File: config.mk
export PLATFORM = sky130hd
export DESIGN_NAME = pcio_port
export DESIGN_NICKNAME = d
export VERILOG_FILES = /design/src/hw/pcio_pkg.sv /design/src/hw/pcio_port.sv
export SDC_FILE = /design/constraint.sdc
export NUM_CORES = 1
export LEC_CHECK = 0
export BUFFER_PORTS_ARGS = -buffer_cell sky130_fd_sc_hd__buf_4
export CELL_PAD_IN_SITES_DETAIL_PLACEMENT = 1
export CELL_PAD_IN_SITES_GLOBAL_PLACEMENT = 1
export CORE_UTILIZATION = 35
export CTS_CLUSTER_DIAMETER = 50
export DETAILED_ROUTE_END_ITERATION = 12
export PLACE_DENSITY = 0.8
export SLEW_MARGIN = 40
export SYNTH_ARGS = -nofsm -noshare
export SYNTH_HDL_FRONTEND = slang
export SYNTH_SLANG_ARGS = --single-unit
export TNS_END_PERCENT = 50
File: constraint.sdc
create_clock -name aclk -period 1.5 [get_ports aclk]
set_input_delay 0.15 -clock aclk [delete_from_list [all_inputs] [get_ports aclk]]
set_output_delay 0.15 -clock aclk [all_outputs]
set_load 0.05 [all_outputs]
File: src/hw/pcio_pkg.sv
// Purpose: shared constants of the eight-pin port with serial pin sharing
// Assumes: AXI4-Lite register access, 32-bit data, one word per register
// Notes:   offsets are byte addresses

package pcio_pkg;

    // ****************************************
    // widths
    // ****************************************
    localparam int unsigned ADDR_W = 5;
    localparam int unsigned DATA_W = 32;
    localparam int unsigned PORT_W = 8;

    // ****************************************
    // register offsets
    // ****************************************
    localparam logic [4:0] OFS_DIRECTION = 5'h00; // direction_bits, write only
    localparam logic [4:0] OFS_OUT_DATA  = 5'h04; // output_data_bits
    localparam logic [4:0] OFS_READBACK  = 5'h08; // pin_level_readback, read only
    localparam logic [4:0] OFS_PULLUP    = 5'h0c; // input_pullup_enable
    localparam logic [4:0] OFS_OPEN_DRN  = 5'h10; // open_drain_select

    // ****************************************
    // reset values
    // ****************************************
    localparam logic [7:0] RST_DIRECTION = 8'h00;
    localparam logic [7:0] RST_OUT_DATA  = 8'h00;
    localparam logic [7:0] RST_PULLUP    = 8'h00;
    localparam logic [7:0] RST_OPEN_DRN  = 8'h00;
    localparam logic [7:0] DIR_READ_VAL  = 8'h00; // value shown for the write-only register

    // ****************************************
    // pin positions within one serial channel, and the interrupt pin numbers
    // ****************************************
    localparam int unsigned CH_PINS   = 3; // pins used per channel
    localparam int unsigned POS_TX    = 0; // transmit data pin
    localparam int unsigned POS_RX    = 1; // receive data pin
    localparam int unsigned POS_SCK   = 2; // serial clock pin
    localparam int unsigned EXT_INT5_PIN = 5;
    localparam int unsigned EXT_INT4_PIN = 2;

    // ****************************************
    // bus responses
    // ****************************************
    localparam logic [1:0] RESP_OKAY   = 2'h0;
    localparam logic [1:0] RESP_SLVERR = 2'h2;

endpackage

File: src/hw/pcio_port.sv
// Purpose: eight-pin general-purpose port with serial and interrupt sharing
// Assumes: serial controls come from logic on aclk; pins are asynchronous
// Notes:   pin outputs are combinational from registers and serial drive
//
// Chosen here: the register addresses and the AXI4-Lite interface to the registers.

`timescale 1ns/1ns
`default_nettype none

// Behaviour
// readback: output bits give data, inputs give pins
// readback register ignores writes entirely
// readback after reset follows the pin levels
// pull-up bit 1 enables pull-up on inputs
// pull-up register read/write, resets to zero
// open-drain drives low only, pull-up off
// open-drain bit 0 means push-pull; resets zero
// pins 7, 6 plain input or output
// pin 5 serial clock in, out, else general
// pin 4 receive enable gives receive input
// pin 3 transmit enable drives transmit data
// pin 2 serial clock in, out, else general
// pin 1 receive enable gives receive input
// pin 0 transmit enable drives transmit data
// pins 5, 2 feed interrupts when inputs (here only as general inputs, not as serial clock inputs)
// direction write-only, resets to inputs
// output data register read/write, resets zero
// pull-up only on general inputs
module pcio_port (
    input  wire logic                          aclk,
    input  wire logic                          aresetn,
    input  wire logic                          ce,
    // axi4-lite slave
    input  wire logic [pcio_pkg::ADDR_W-1:0]   s_axi_awaddr,
    input  wire logic                          s_axi_awvalid,
    output logic                               s_axi_awready,
    input  wire logic [pcio_pkg::DATA_W-1:0]   s_axi_wdata,
    input  wire logic [3:0]                    s_axi_wstrb,
    input  wire logic                          s_axi_wvalid,
    output logic                               s_axi_wready,
    output logic [1:0]                         s_axi_bresp,
    output logic                               s_axi_bvalid,
    input  wire logic                          s_axi_bready,
    input  wire logic [pcio_pkg::ADDR_W-1:0]   s_axi_araddr,
    input  wire logic                          s_axi_arvalid,
    output logic                               s_axi_arready,
    output logic [pcio_pkg::DATA_W-1:0]        s_axi_rdata,
    output logic [1:0]                         s_axi_rresp,
    output logic                               s_axi_rvalid,
    input  wire logic                          s_axi_rready,
    // serial channel controls, index is channel
    input  wire logic [1:0]                    clock_enable_high,
    input  wire logic [1:0]                    clock_enable_low,
    input  wire logic [1:0]                    sync_mode,
    input  wire logic [1:0]                    receive_enable,
    input  wire logic [1:0]                    transmit_enable,
    input  wire logic [1:0]                    ser_clock_drive,
    input  wire logic [1:0]                    ser_transmit_data,
    output logic [1:0]                         ser_clock_sense,
    output logic [1:0]                         ser_receive_data,
    output logic                               ext_interrupt5,
    output logic                               ext_interrupt4,
    // port pins
    input  wire logic [pcio_pkg::PORT_W-1:0]   port_pin_i,
    output logic [pcio_pkg::PORT_W-1:0]        port_pin_o,
    output logic [pcio_pkg::PORT_W-1:0]        port_pin_oe,
    output logic [pcio_pkg::PORT_W-1:0]        pullup_on
);

    // ****************************************
    // pin synchroniser
    // ****************************************
    logic [7:0] pin_meta_q;
    logic [7:0] pin_sync_q;

    // two stages, no reset so levels flow straight after reset
    always_ff @(posedge aclk) begin
        if (ce) begin
            pin_meta_q <= port_pin_i;
            pin_sync_q <= pin_meta_q;
        end
    end

    // ****************************************
    // register state
    // ****************************************
    logic [7:0] direction_bits_q, direction_bits_d;
    logic [7:0] output_data_bits_q, output_data_bits_d;
    logic [7:0] input_pullup_enable_q, input_pullup_enable_d;
    logic [7:0] open_drain_select_q, open_drain_select_d;
    logic [7:0] pin_level_readback;

    // ****************************************
    // pin function select
    // ****************************************
    logic [7:0] func_in;
    logic [7:0] func_drv;
    logic [7:0] func_val;
    logic [7:0] gen_in;
    logic [7:0] gen_out;
    logic [7:0] drive;
    logic [7:0] drive_val;

    // serial functions override the direction bit per channel
    always_comb begin
        func_in  = 8'h00;
        func_drv = 8'h00;
        func_val = 8'h00;
        for (int c = 0; c < 2; c++) begin
            // serial clock: input beats output beats general
            if (clock_enable_high[c]) begin
                func_in[c*pcio_pkg::CH_PINS+pcio_pkg::POS_SCK] = 1'b1;
            end else if (sync_mode[c] || clock_enable_low[c]) begin
                func_drv[c*pcio_pkg::CH_PINS+pcio_pkg::POS_SCK] = 1'b1;
                func_val[c*pcio_pkg::CH_PINS+pcio_pkg::POS_SCK] = ser_clock_drive[c];
            end
            // receive data ignores direction
            func_in[c*pcio_pkg::CH_PINS+pcio_pkg::POS_RX] = receive_enable[c];
            // transmit data ignores direction
            func_drv[c*pcio_pkg::CH_PINS+pcio_pkg::POS_TX] = transmit_enable[c];
            func_val[c*pcio_pkg::CH_PINS+pcio_pkg::POS_TX] = ser_transmit_data[c];
        end
    end

    // general use where no serial function claims the pin
    assign gen_out   = direction_bits_q & ~(func_in | func_drv);
    assign gen_in    = ~direction_bits_q & ~(func_in | func_drv);
    assign drive     = gen_out | func_drv;
    assign drive_val = (gen_out & output_data_bits_q) | (func_drv & func_val);

    // open drain releases a high, push-pull drives both levels
    assign port_pin_oe = drive & ~(open_drain_select_q & drive_val);
    assign port_pin_o  = drive_val & ~open_drain_select_q;

    // pull-up only on general inputs; outputs never pull up
    assign pullup_on = input_pullup_enable_q & gen_in;

    // pins handed to the serial and interrupt logic
    assign ser_clock_sense  = {pin_sync_q[5], pin_sync_q[2]};
    assign ser_receive_data = {pin_sync_q[4], pin_sync_q[1]};
    assign ext_interrupt5   = gen_in[pcio_pkg::EXT_INT5_PIN] ? pin_sync_q[5] : 1'b1;
    assign ext_interrupt4   = gen_in[pcio_pkg::EXT_INT4_PIN] ? pin_sync_q[2] : 1'b1;

    // readback mixes stored data and live pins
    assign pin_level_readback = (direction_bits_q & output_data_bits_q)
                              | (~direction_bits_q & pin_sync_q);

    // ****************************************
    // axi4-lite write channel
    // ****************************************
    logic                      aw_held_q, aw_held_d;
    logic [pcio_pkg::ADDR_W-1:0] aw_addr_q, aw_addr_d;
    logic                      w_held_q, w_held_d;
    logic [7:0]                w_data_q, w_data_d;
    logic                      w_lane0_q, w_lane0_d;
    logic                      bvalid_q, bvalid_d;
    logic [1:0]                bresp_q, bresp_d;
    logic                      do_write;

    assign s_axi_awready = ~aw_held_q & ~bvalid_q;
    assign s_axi_wready  = ~w_held_q & ~bvalid_q;
    assign s_axi_bvalid  = bvalid_q;
    assign s_axi_bresp   = bresp_q;
    assign do_write      = aw_held_q & w_held_q & ~bvalid_q;

    // catch address and data in either order, answer once both held
    always_comb begin
        aw_held_d             = aw_held_q;
        aw_addr_d             = aw_addr_q;
        w_held_d              = w_held_q;
        w_data_d              = w_data_q;
        w_lane0_d             = w_lane0_q;
        bvalid_d              = bvalid_q;
        bresp_d               = bresp_q;
        direction_bits_d      = direction_bits_q;
        output_data_bits_d    = output_data_bits_q;
        input_pullup_enable_d = input_pullup_enable_q;
        open_drain_select_d   = open_drain_select_q;
        if (s_axi_awvalid && s_axi_awready) begin
            aw_held_d = 1'b1;
            aw_addr_d = s_axi_awaddr;
        end
        if (s_axi_wvalid && s_axi_wready) begin
            w_held_d  = 1'b1;
            w_data_d  = s_axi_wdata[7:0];
            w_lane0_d = s_axi_wstrb[0];
        end
        if (do_write) begin
            aw_held_d = 1'b0;
            w_held_d  = 1'b0;
            bvalid_d  = 1'b1;
            bresp_d   = pcio_pkg::RESP_OKAY;
            case (aw_addr_q)
                pcio_pkg::OFS_DIRECTION: begin
                    if (w_lane0_q) direction_bits_d = w_data_q;
                end
                pcio_pkg::OFS_OUT_DATA: begin
                    if (w_lane0_q) output_data_bits_d = w_data_q;
                end
                pcio_pkg::OFS_READBACK: begin
                    bresp_d = pcio_pkg::RESP_OKAY;
                end
                pcio_pkg::OFS_PULLUP: begin
                    if (w_lane0_q) input_pullup_enable_d = w_data_q;
                end
                pcio_pkg::OFS_OPEN_DRN: begin
                    if (w_lane0_q) open_drain_select_d = w_data_q;
                end
                default: begin
                    bresp_d = pcio_pkg::RESP_SLVERR;
                end
            endcase
        end
        if (bvalid_q && s_axi_bready) begin
            bvalid_d = 1'b0;
        end
    end

    // write state and port registers
    always_ff @(posedge aclk) begin
        if (!aresetn) begin
            aw_held_q             <= 1'b0;
            aw_addr_q             <= '0;
            w_held_q              <= 1'b0;
            w_data_q              <= 8'h00;
            w_lane0_q             <= 1'b0;
            bvalid_q              <= 1'b0;
            bresp_q               <= pcio_pkg::RESP_OKAY;
            direction_bits_q      <= pcio_pkg::RST_DIRECTION;
            output_data_bits_q    <= pcio_pkg::RST_OUT_DATA;
            input_pullup_enable_q <= pcio_pkg::RST_PULLUP;
            open_drain_select_q   <= pcio_pkg::RST_OPEN_DRN;
        end else if (ce) begin
            aw_held_q             <= aw_held_d;
            aw_addr_q             <= aw_addr_d;
            w_held_q              <= w_held_d;
            w_data_q              <= w_data_d;
            w_lane0_q             <= w_lane0_d;
            bvalid_q              <= bvalid_d;
            bresp_q               <= bresp_d;
            direction_bits_q      <= direction_bits_d;
            output_data_bits_q    <= output_data_bits_d;
            input_pullup_enable_q <= input_pullup_enable_d;
            open_drain_select_q   <= open_drain_select_d;
        end
    end

    // ****************************************
    // axi4-lite read channel
    // ****************************************
    logic        rvalid_q, rvalid_d;
    logic [7:0]  rdata_q, rdata_d;
    logic [1:0]  rresp_q, rresp_d;

    assign s_axi_arready = ~rvalid_q;
    assign s_axi_rvalid  = rvalid_q;
    assign s_axi_rdata   = {24'h000000, rdata_q};
    assign s_axi_rresp   = rresp_q;

    // one read at a time, answer the cycle after the address
    always_comb begin
        rvalid_d = rvalid_q;
        rdata_d  = rdata_q;
        rresp_d  = rresp_q;
        if (s_axi_arvalid && s_axi_arready) begin
            rvalid_d = 1'b1;
            rresp_d  = pcio_pkg::RESP_OKAY;
            case (s_axi_araddr)
                pcio_pkg::OFS_DIRECTION: rdata_d = pcio_pkg::DIR_READ_VAL;
                pcio_pkg::OFS_OUT_DATA:  rdata_d = output_data_bits_q;
                pcio_pkg::OFS_READBACK:  rdata_d = pin_level_readback;
                pcio_pkg::OFS_PULLUP:    rdata_d = input_pullup_enable_q;
                pcio_pkg::OFS_OPEN_DRN:  rdata_d = open_drain_select_q;
                default: begin
                    rdata_d = 8'h00;
                    rresp_d = pcio_pkg::RESP_SLVERR;
                end
            endcase
        end else if (rvalid_q && s_axi_rready) begin
            rvalid_d = 1'b0;
        end
    end

    // read response registers
    always_ff @(posedge aclk) begin
        if (!aresetn) begin
            rvalid_q <= 1'b0;
            rdata_q  <= 8'h00;
            rresp_q  <= pcio_pkg::RESP_OKAY;
        end else if (ce) begin
            rvalid_q <= rvalid_d;
            rdata_q  <= rdata_d;
            rresp_q  <= rresp_d;
        end
    end
endmodule

`default_nettype wire

# Word-level counts from Yosys, hierarchy flattened
# Cells that the tools add are included.
[word_totals]
regBits = 78
in_bits = 76
word_cells = 100
[classes]
eq_ne = 8
n_mux = 23
bitwise = 26
n_reduce_logical = 27
[ops]
columns = ["op", "n"]
rows = [
  ["8-bit AND", 9],
  ["8-bit case mux with 4 select lines", 1],
  ["8-bit inverter", 3],
  ["5-bit by 4-bit equality test with 1-bit output (second input constant)", 4],
  ["1-bit two-way mux", 20],
  ["8-bit by 6-bit bitwise OR with 8-bit output", 2],
  ["2-bit AND reduction", 8],
  ["4-bit AND reduction", 4],
  ["5-bit by 3-bit equality test with 1-bit output (second input constant)", 2],
  ["5-bit equality test (second input constant)", 2],
  ["5-bit zero test", 2],
  ["5-bit OR reduction", 2],
  ["6-bit inverter with 8-bit output", 1],
  ["8-bit bitwise OR", 1],
  ["2-bit nonzero test", 4],
  ["6-bit AND", 1],
  ["6-bit bitwise OR", 1],
  ["1-bit logical AND", 5],
  ["1-bit AND", 4],
  ["2-bit two-way mux", 2],
  ["1-bit inverter", 4],
  ["1-bit logical OR", 2],
]

# Logic depth before layout (Yosys ltp)
[depth]
ltp_word = 11
depth_mapped = 6
mapped_depth_nobuf = 4

# Worst setup path before layout
# Ideal clock, no wire load.
[synth_timing]
path_kind = "reg-to-reg"
startpoint = "reg rvalid_q, in the netlist s_axi_rvalid"
endpoint = "reg rdata_q[7]"
setup_time_ns = 0.136
arrival_ns = 1.779
slack_ns = -0.415
path_stages_with_launch = 7
path_buffers = 2
path_cell_list = "dfxtp_1 > inv_1 > and3_1 > clkbuf_1 > clkbuf_1 > o21ai_0 > a31oi_1"
[synth_between]
elab_chain_cells = 3
[synth_rtl]
columns = ["item", "line_no", "text"]
rows = [
  ["start: declaration", "pcio_port.sv:251", "logic rvalid_q, rvalid_d;"],
  ["start signal: assignment", "pcio_port.sv:291", "rvalid_q <= rvalid_d;"],
  ["1-bit inverter", "pcio_port.sv:255", "assign s_axi_arready = ~rvalid_q;"],
  ["via s_axi_arready", "pcio_port.sv:46", "output logic s_axi_arready,"],
  ["1-bit logical AND", "pcio_port.sv:265", "if (s_axi_arvalid && s_axi_arready) begin"],
  ["2-bit AND reduction (no source line)", "--", ""],
  ["end signal: assignment", "pcio_port.sv:292", "rdata_q <= rdata_d;"],
  ["end: declaration", "pcio_port.sv:252", "logic [7:0] rdata_q, rdata_d;"],
]
# The timed path passes the listed nets, and every way through them passes these cells.
# A chain may end at the register's enable or synchronous reset.

# Worst setup path after layout
[layout_timing]
startpoint = "reg bvalid_q, in the netlist s_axi_bvalid"
endpoint = "reg open_drain_select_q[1]"
[layout_between]
elab_chain_cells = 3
[layout_rtl]
columns = ["item", "line_no", "text"]
rows = [
  ["start: declaration", "pcio_port.sv:156", "logic bvalid_q, bvalid_d;"],
  ["start signal: assignment", "pcio_port.sv:239", "bvalid_q <= bvalid_d;"],
  ["1-bit inverter", "pcio_port.sv:164", "assign do_write = aw_held_q & w_held_q & ~bvalid_q;"],
  ["1-bit AND", "pcio_port.sv:164", ""],
  ["4-bit AND reduction (no source line)", "--", ""],
  ["end signal: assignment", "pcio_port.sv:232", "open_drain_select_q <= pcio_pkg::RST_OPEN_DRN;"],
  ["end signal: assignment", "pcio_port.sv:244", "open_drain_select_q <= open_drain_select_d;"],
  ["end: declaration", "pcio_port.sv:90", "logic [7:0] open_drain_select_q, open_drain_select_d;"],
]
# Every way passes these cells.

==> impl_metrics.env <==
export IMPL_cp_max_fo=8
export IMPL_postRouteAntennaNets=0
export IMPL_nNetsFinal=553
export IMPL_antennaDiodeCount=0
export IMPL_ir_drop_mv=0.468
export IMPL_synth_seq_cells=76
export IMPL_root_buffer="clkbuf_8"
export IMPL_drt_met1_wl_um=4060
export IMPL_num_io_pins=147
export IMPL_fin_crit_ps=1440
export IMPL_grt_use_total=0.180
export IMPL_cap_violations=0
export IMPL_startpoint_type="flip-flop"
export IMPL_finalWirelength_um=9260
export IMPL_die_x_um=102
export IMPL_die_y_um=102
export IMPL_row_count=36
export IMPL_dp_hpwl_um=6600
export IMPL_outcome="complete, no violations"
export IMPL_setup_tns_ps=0
export IMPL_io_buffers=93
export IMPL_gp_congestion=0.786
export IMPL_synth_top_area_share=0.340
export IMPL_dpl_cell_area_sq_mm=0.00433
export IMPL_start_util=0.361
export IMPL_setup_violations=0
export IMPL_cts_reportedPaths_clkPinSlew_ps=70
export IMPL_drive_gt1_frac=0.314
export IMPL_ys_seq_area_frac=0.477
export IMPL_overflow=0
export IMPL_highest_layer="met4"
export IMPL_design_area_sq_mm=0.00463
export IMPL_cp_data_arrival_time_ps=1670
export IMPL_area_growth_pct=31.2
export IMPL_dr_wl_met3_um=367
export IMPL_end_kind="flip-flop"
export IMPL_period_share=0.960
export IMPL_hold_violations=0
export IMPL_max_freq_ghz=0.694
export IMPL_syn_area_sq_mm=0.00353
export IMPL_drt_iter0_markers=72
export IMPL_slew_viol_final=0
export IMPL_fp_coreArea_sq_mm=0.00977
export IMPL_postSynthCellCount=370
export IMPL_antenna_found_initial=0
export IMPL_pre_cts_slack_ps=-42.2
export IMPL_syn_avg_cell_area_sq_um=9.54
export IMPL_worst_skew_pair_late_latency_ps=340
export IMPL_clockBufferDepth=2
export IMPL_drt_first_pass_iters=4
export IMPL_die_area_sq_mm=0.0105
export IMPL_wl_per_cell_um=15.1
export IMPL_fin_skew_ps=10.8
export IMPL_critPathRequiredTime_ps=1730
export IMPL_yosysWarnings=0
export IMPL_path_class="reg2reg"
export IMPL_hp_class="in2reg"
export IMPL_setup_slack_ps=59.6
export IMPL_grt_start_max_net_pins=68
export IMPL_wl_met2_um=4730
export IMPL_cts_tree="done"
export IMPL_viasPerCell=4.85
export IMPL_yosys_cell_types_count=37
export IMPL_yosys_top_cells_area="dfxtp_1 (34%), edfxtp_1 (14%), mux2i_1 (8.2%), buf_4 (6.6%), nand2_1 (5.5%)"
export IMPL_powerDensity_mw_per_mm2=916
export IMPL_total_power_mw=4.24
export IMPL_cts_htree_levels=3
export IMPL_yosys_area_top_type="dfxtp_1"
export IMPL_num_vias=2978
export IMPL_grt_pass1_vias=2900
export IMPL_grt_pass1_wl_um=14100
export IMPL_whs_ps=63.5
export IMPL_numCtsBuffers=9
export IMPL_drcViolationCount=0
export IMPL_leakage_nw=1.98
export IMPL_cts_sinks=76
per-stage QoR:
step,std cells,utilization
2_1_floorplan,395,-
3_3_place_gp,588,0.443
3_5_place_dp,588,0.443
4_1_cts,611,0.470
5_1_grt,614,0.474
6_report,614,0.474
path summary, 6_finish.rpt:
| check | from | slack (ps) | end | cells after the start |
|---|---|---|---|---|
| hold reg to reg | pin_meta_q[6] | 430 | pin_sync_q[6] | 0 |
| setup reg to reg | s_axi_bvalid | 60 | open_drain_select_q[1] | 6 |
| setup / recovery | s_axi_bvalid | 60 | open_drain_select_q[1] | 6 |
| hold / removal | s_axi_awvalid | 60 | aw_held_q | 3 |
cells in the mapped netlist (all sizes together):
cell,number
dfxtp,60
nand2,53
buf,38
mux2i,29
o21ai,26
nor2b,18
a22oi,16
edfxtp,16
nor2,14
a21boi,11
a21oi,10
a31oi,10
nand3,10
clkbuf,8
and2,6
mux2,6
nor3b,6
inv,5
nand2b,5
a211oi,4
nand3b,4
and3,2
and3b,2
and4b,2
nand4,2
nor3,2
nor4,2
conb,1
nor4b,1
or3,1
critical path, cell delays in order (launching register included):
cell	delay, ps
dfxtp_4	370
and4b_2	250
buf_4	150
nand4_2	70
buf_4	220
mux2i_1	210
nor2b_1	60
placed cells by master, fill, tap and decap left out, drive strengths merged, types with 5 or more instances in the layout:
| master | instances |
|---|---|
| mux2i | 29 |
| inv | 5 |
| and2 | 6 |
| nand2 | 53 |
| nand3 | 10 |
| dlygate4sd3 | 8 |
| o21ai | 26 |
| nor3b | 6 |
| dfxtp | 60 |
| a22oi | 16 |
| nor2 | 14 |
| conb | 26 |
| mux2 | 6 |
| clkbuf | 12 |
| nor2b | 18 |
| buf | 109 |
| a21oi | 10 |
| a21boi | 11 |
| nand2b | 5 |
| a31oi | 10 |
| edfxtp | 16 |
kinds of logic (layout without fill, tap and decap cells):
kind of cell | after synthesis | count (layout) | synth area share
other cells | 1 | 26 | 0.00106
buf+inv | 51 | 137 | 0.0887
compound gates | 77 | 77 | 0.135
flops | 76 | 76 | 0.477
simple gates | 130 | 130 | 0.198
mux | 35 | 35 | 0.101
layer usage:
metal,GRT usage,up-vias
li1,-,1459
met1,0.217,1430
met2,0.323,80
met3,0.0253,9
met4,0.0703,0
met5,0,-
registers in the layout, summed over array words and instances (netlist names), 5 cells and up:
register and count:
direction_bits_q 8, pin_meta_q 8, pin_sync_q 8, w_data_q 8, output_data_bits_q 8, input_pullup_enable_q 8, open_drain_select_q 8, rdata_q 8
aw_addr_q 5
area by class of cell:
type	count	area (sq um)
Clock buffer	12	135
Inverter	5	22.5
Clock inverter	3	16.3
Multi-Input combinational cell	268	1680
Fill cell	1154	5140
Sequential cell	76	1690
Tap cell	133	166
Timing Repair Buffer	117	918
where the power goes:
group	internal (mW)	total [mW]	switching, mW	leakage [nW]
sequential	2.16	2.20	0.0421	0.647
clock	0.590	1.31	0.717	0.0805
combinational	0.246	0.732	0.486	1.26
total	3.00	4.24	1.24	1.98
what timing repair did:
item	CTS	global route
gates resized for setup	7	6
pin swaps	2	1
buffers inserted	0	3
hold buffers	8	0
endpoints found under the setup margin	16	27
hold endpoints to repair	8	0
(Power assumes the default switching activity.)
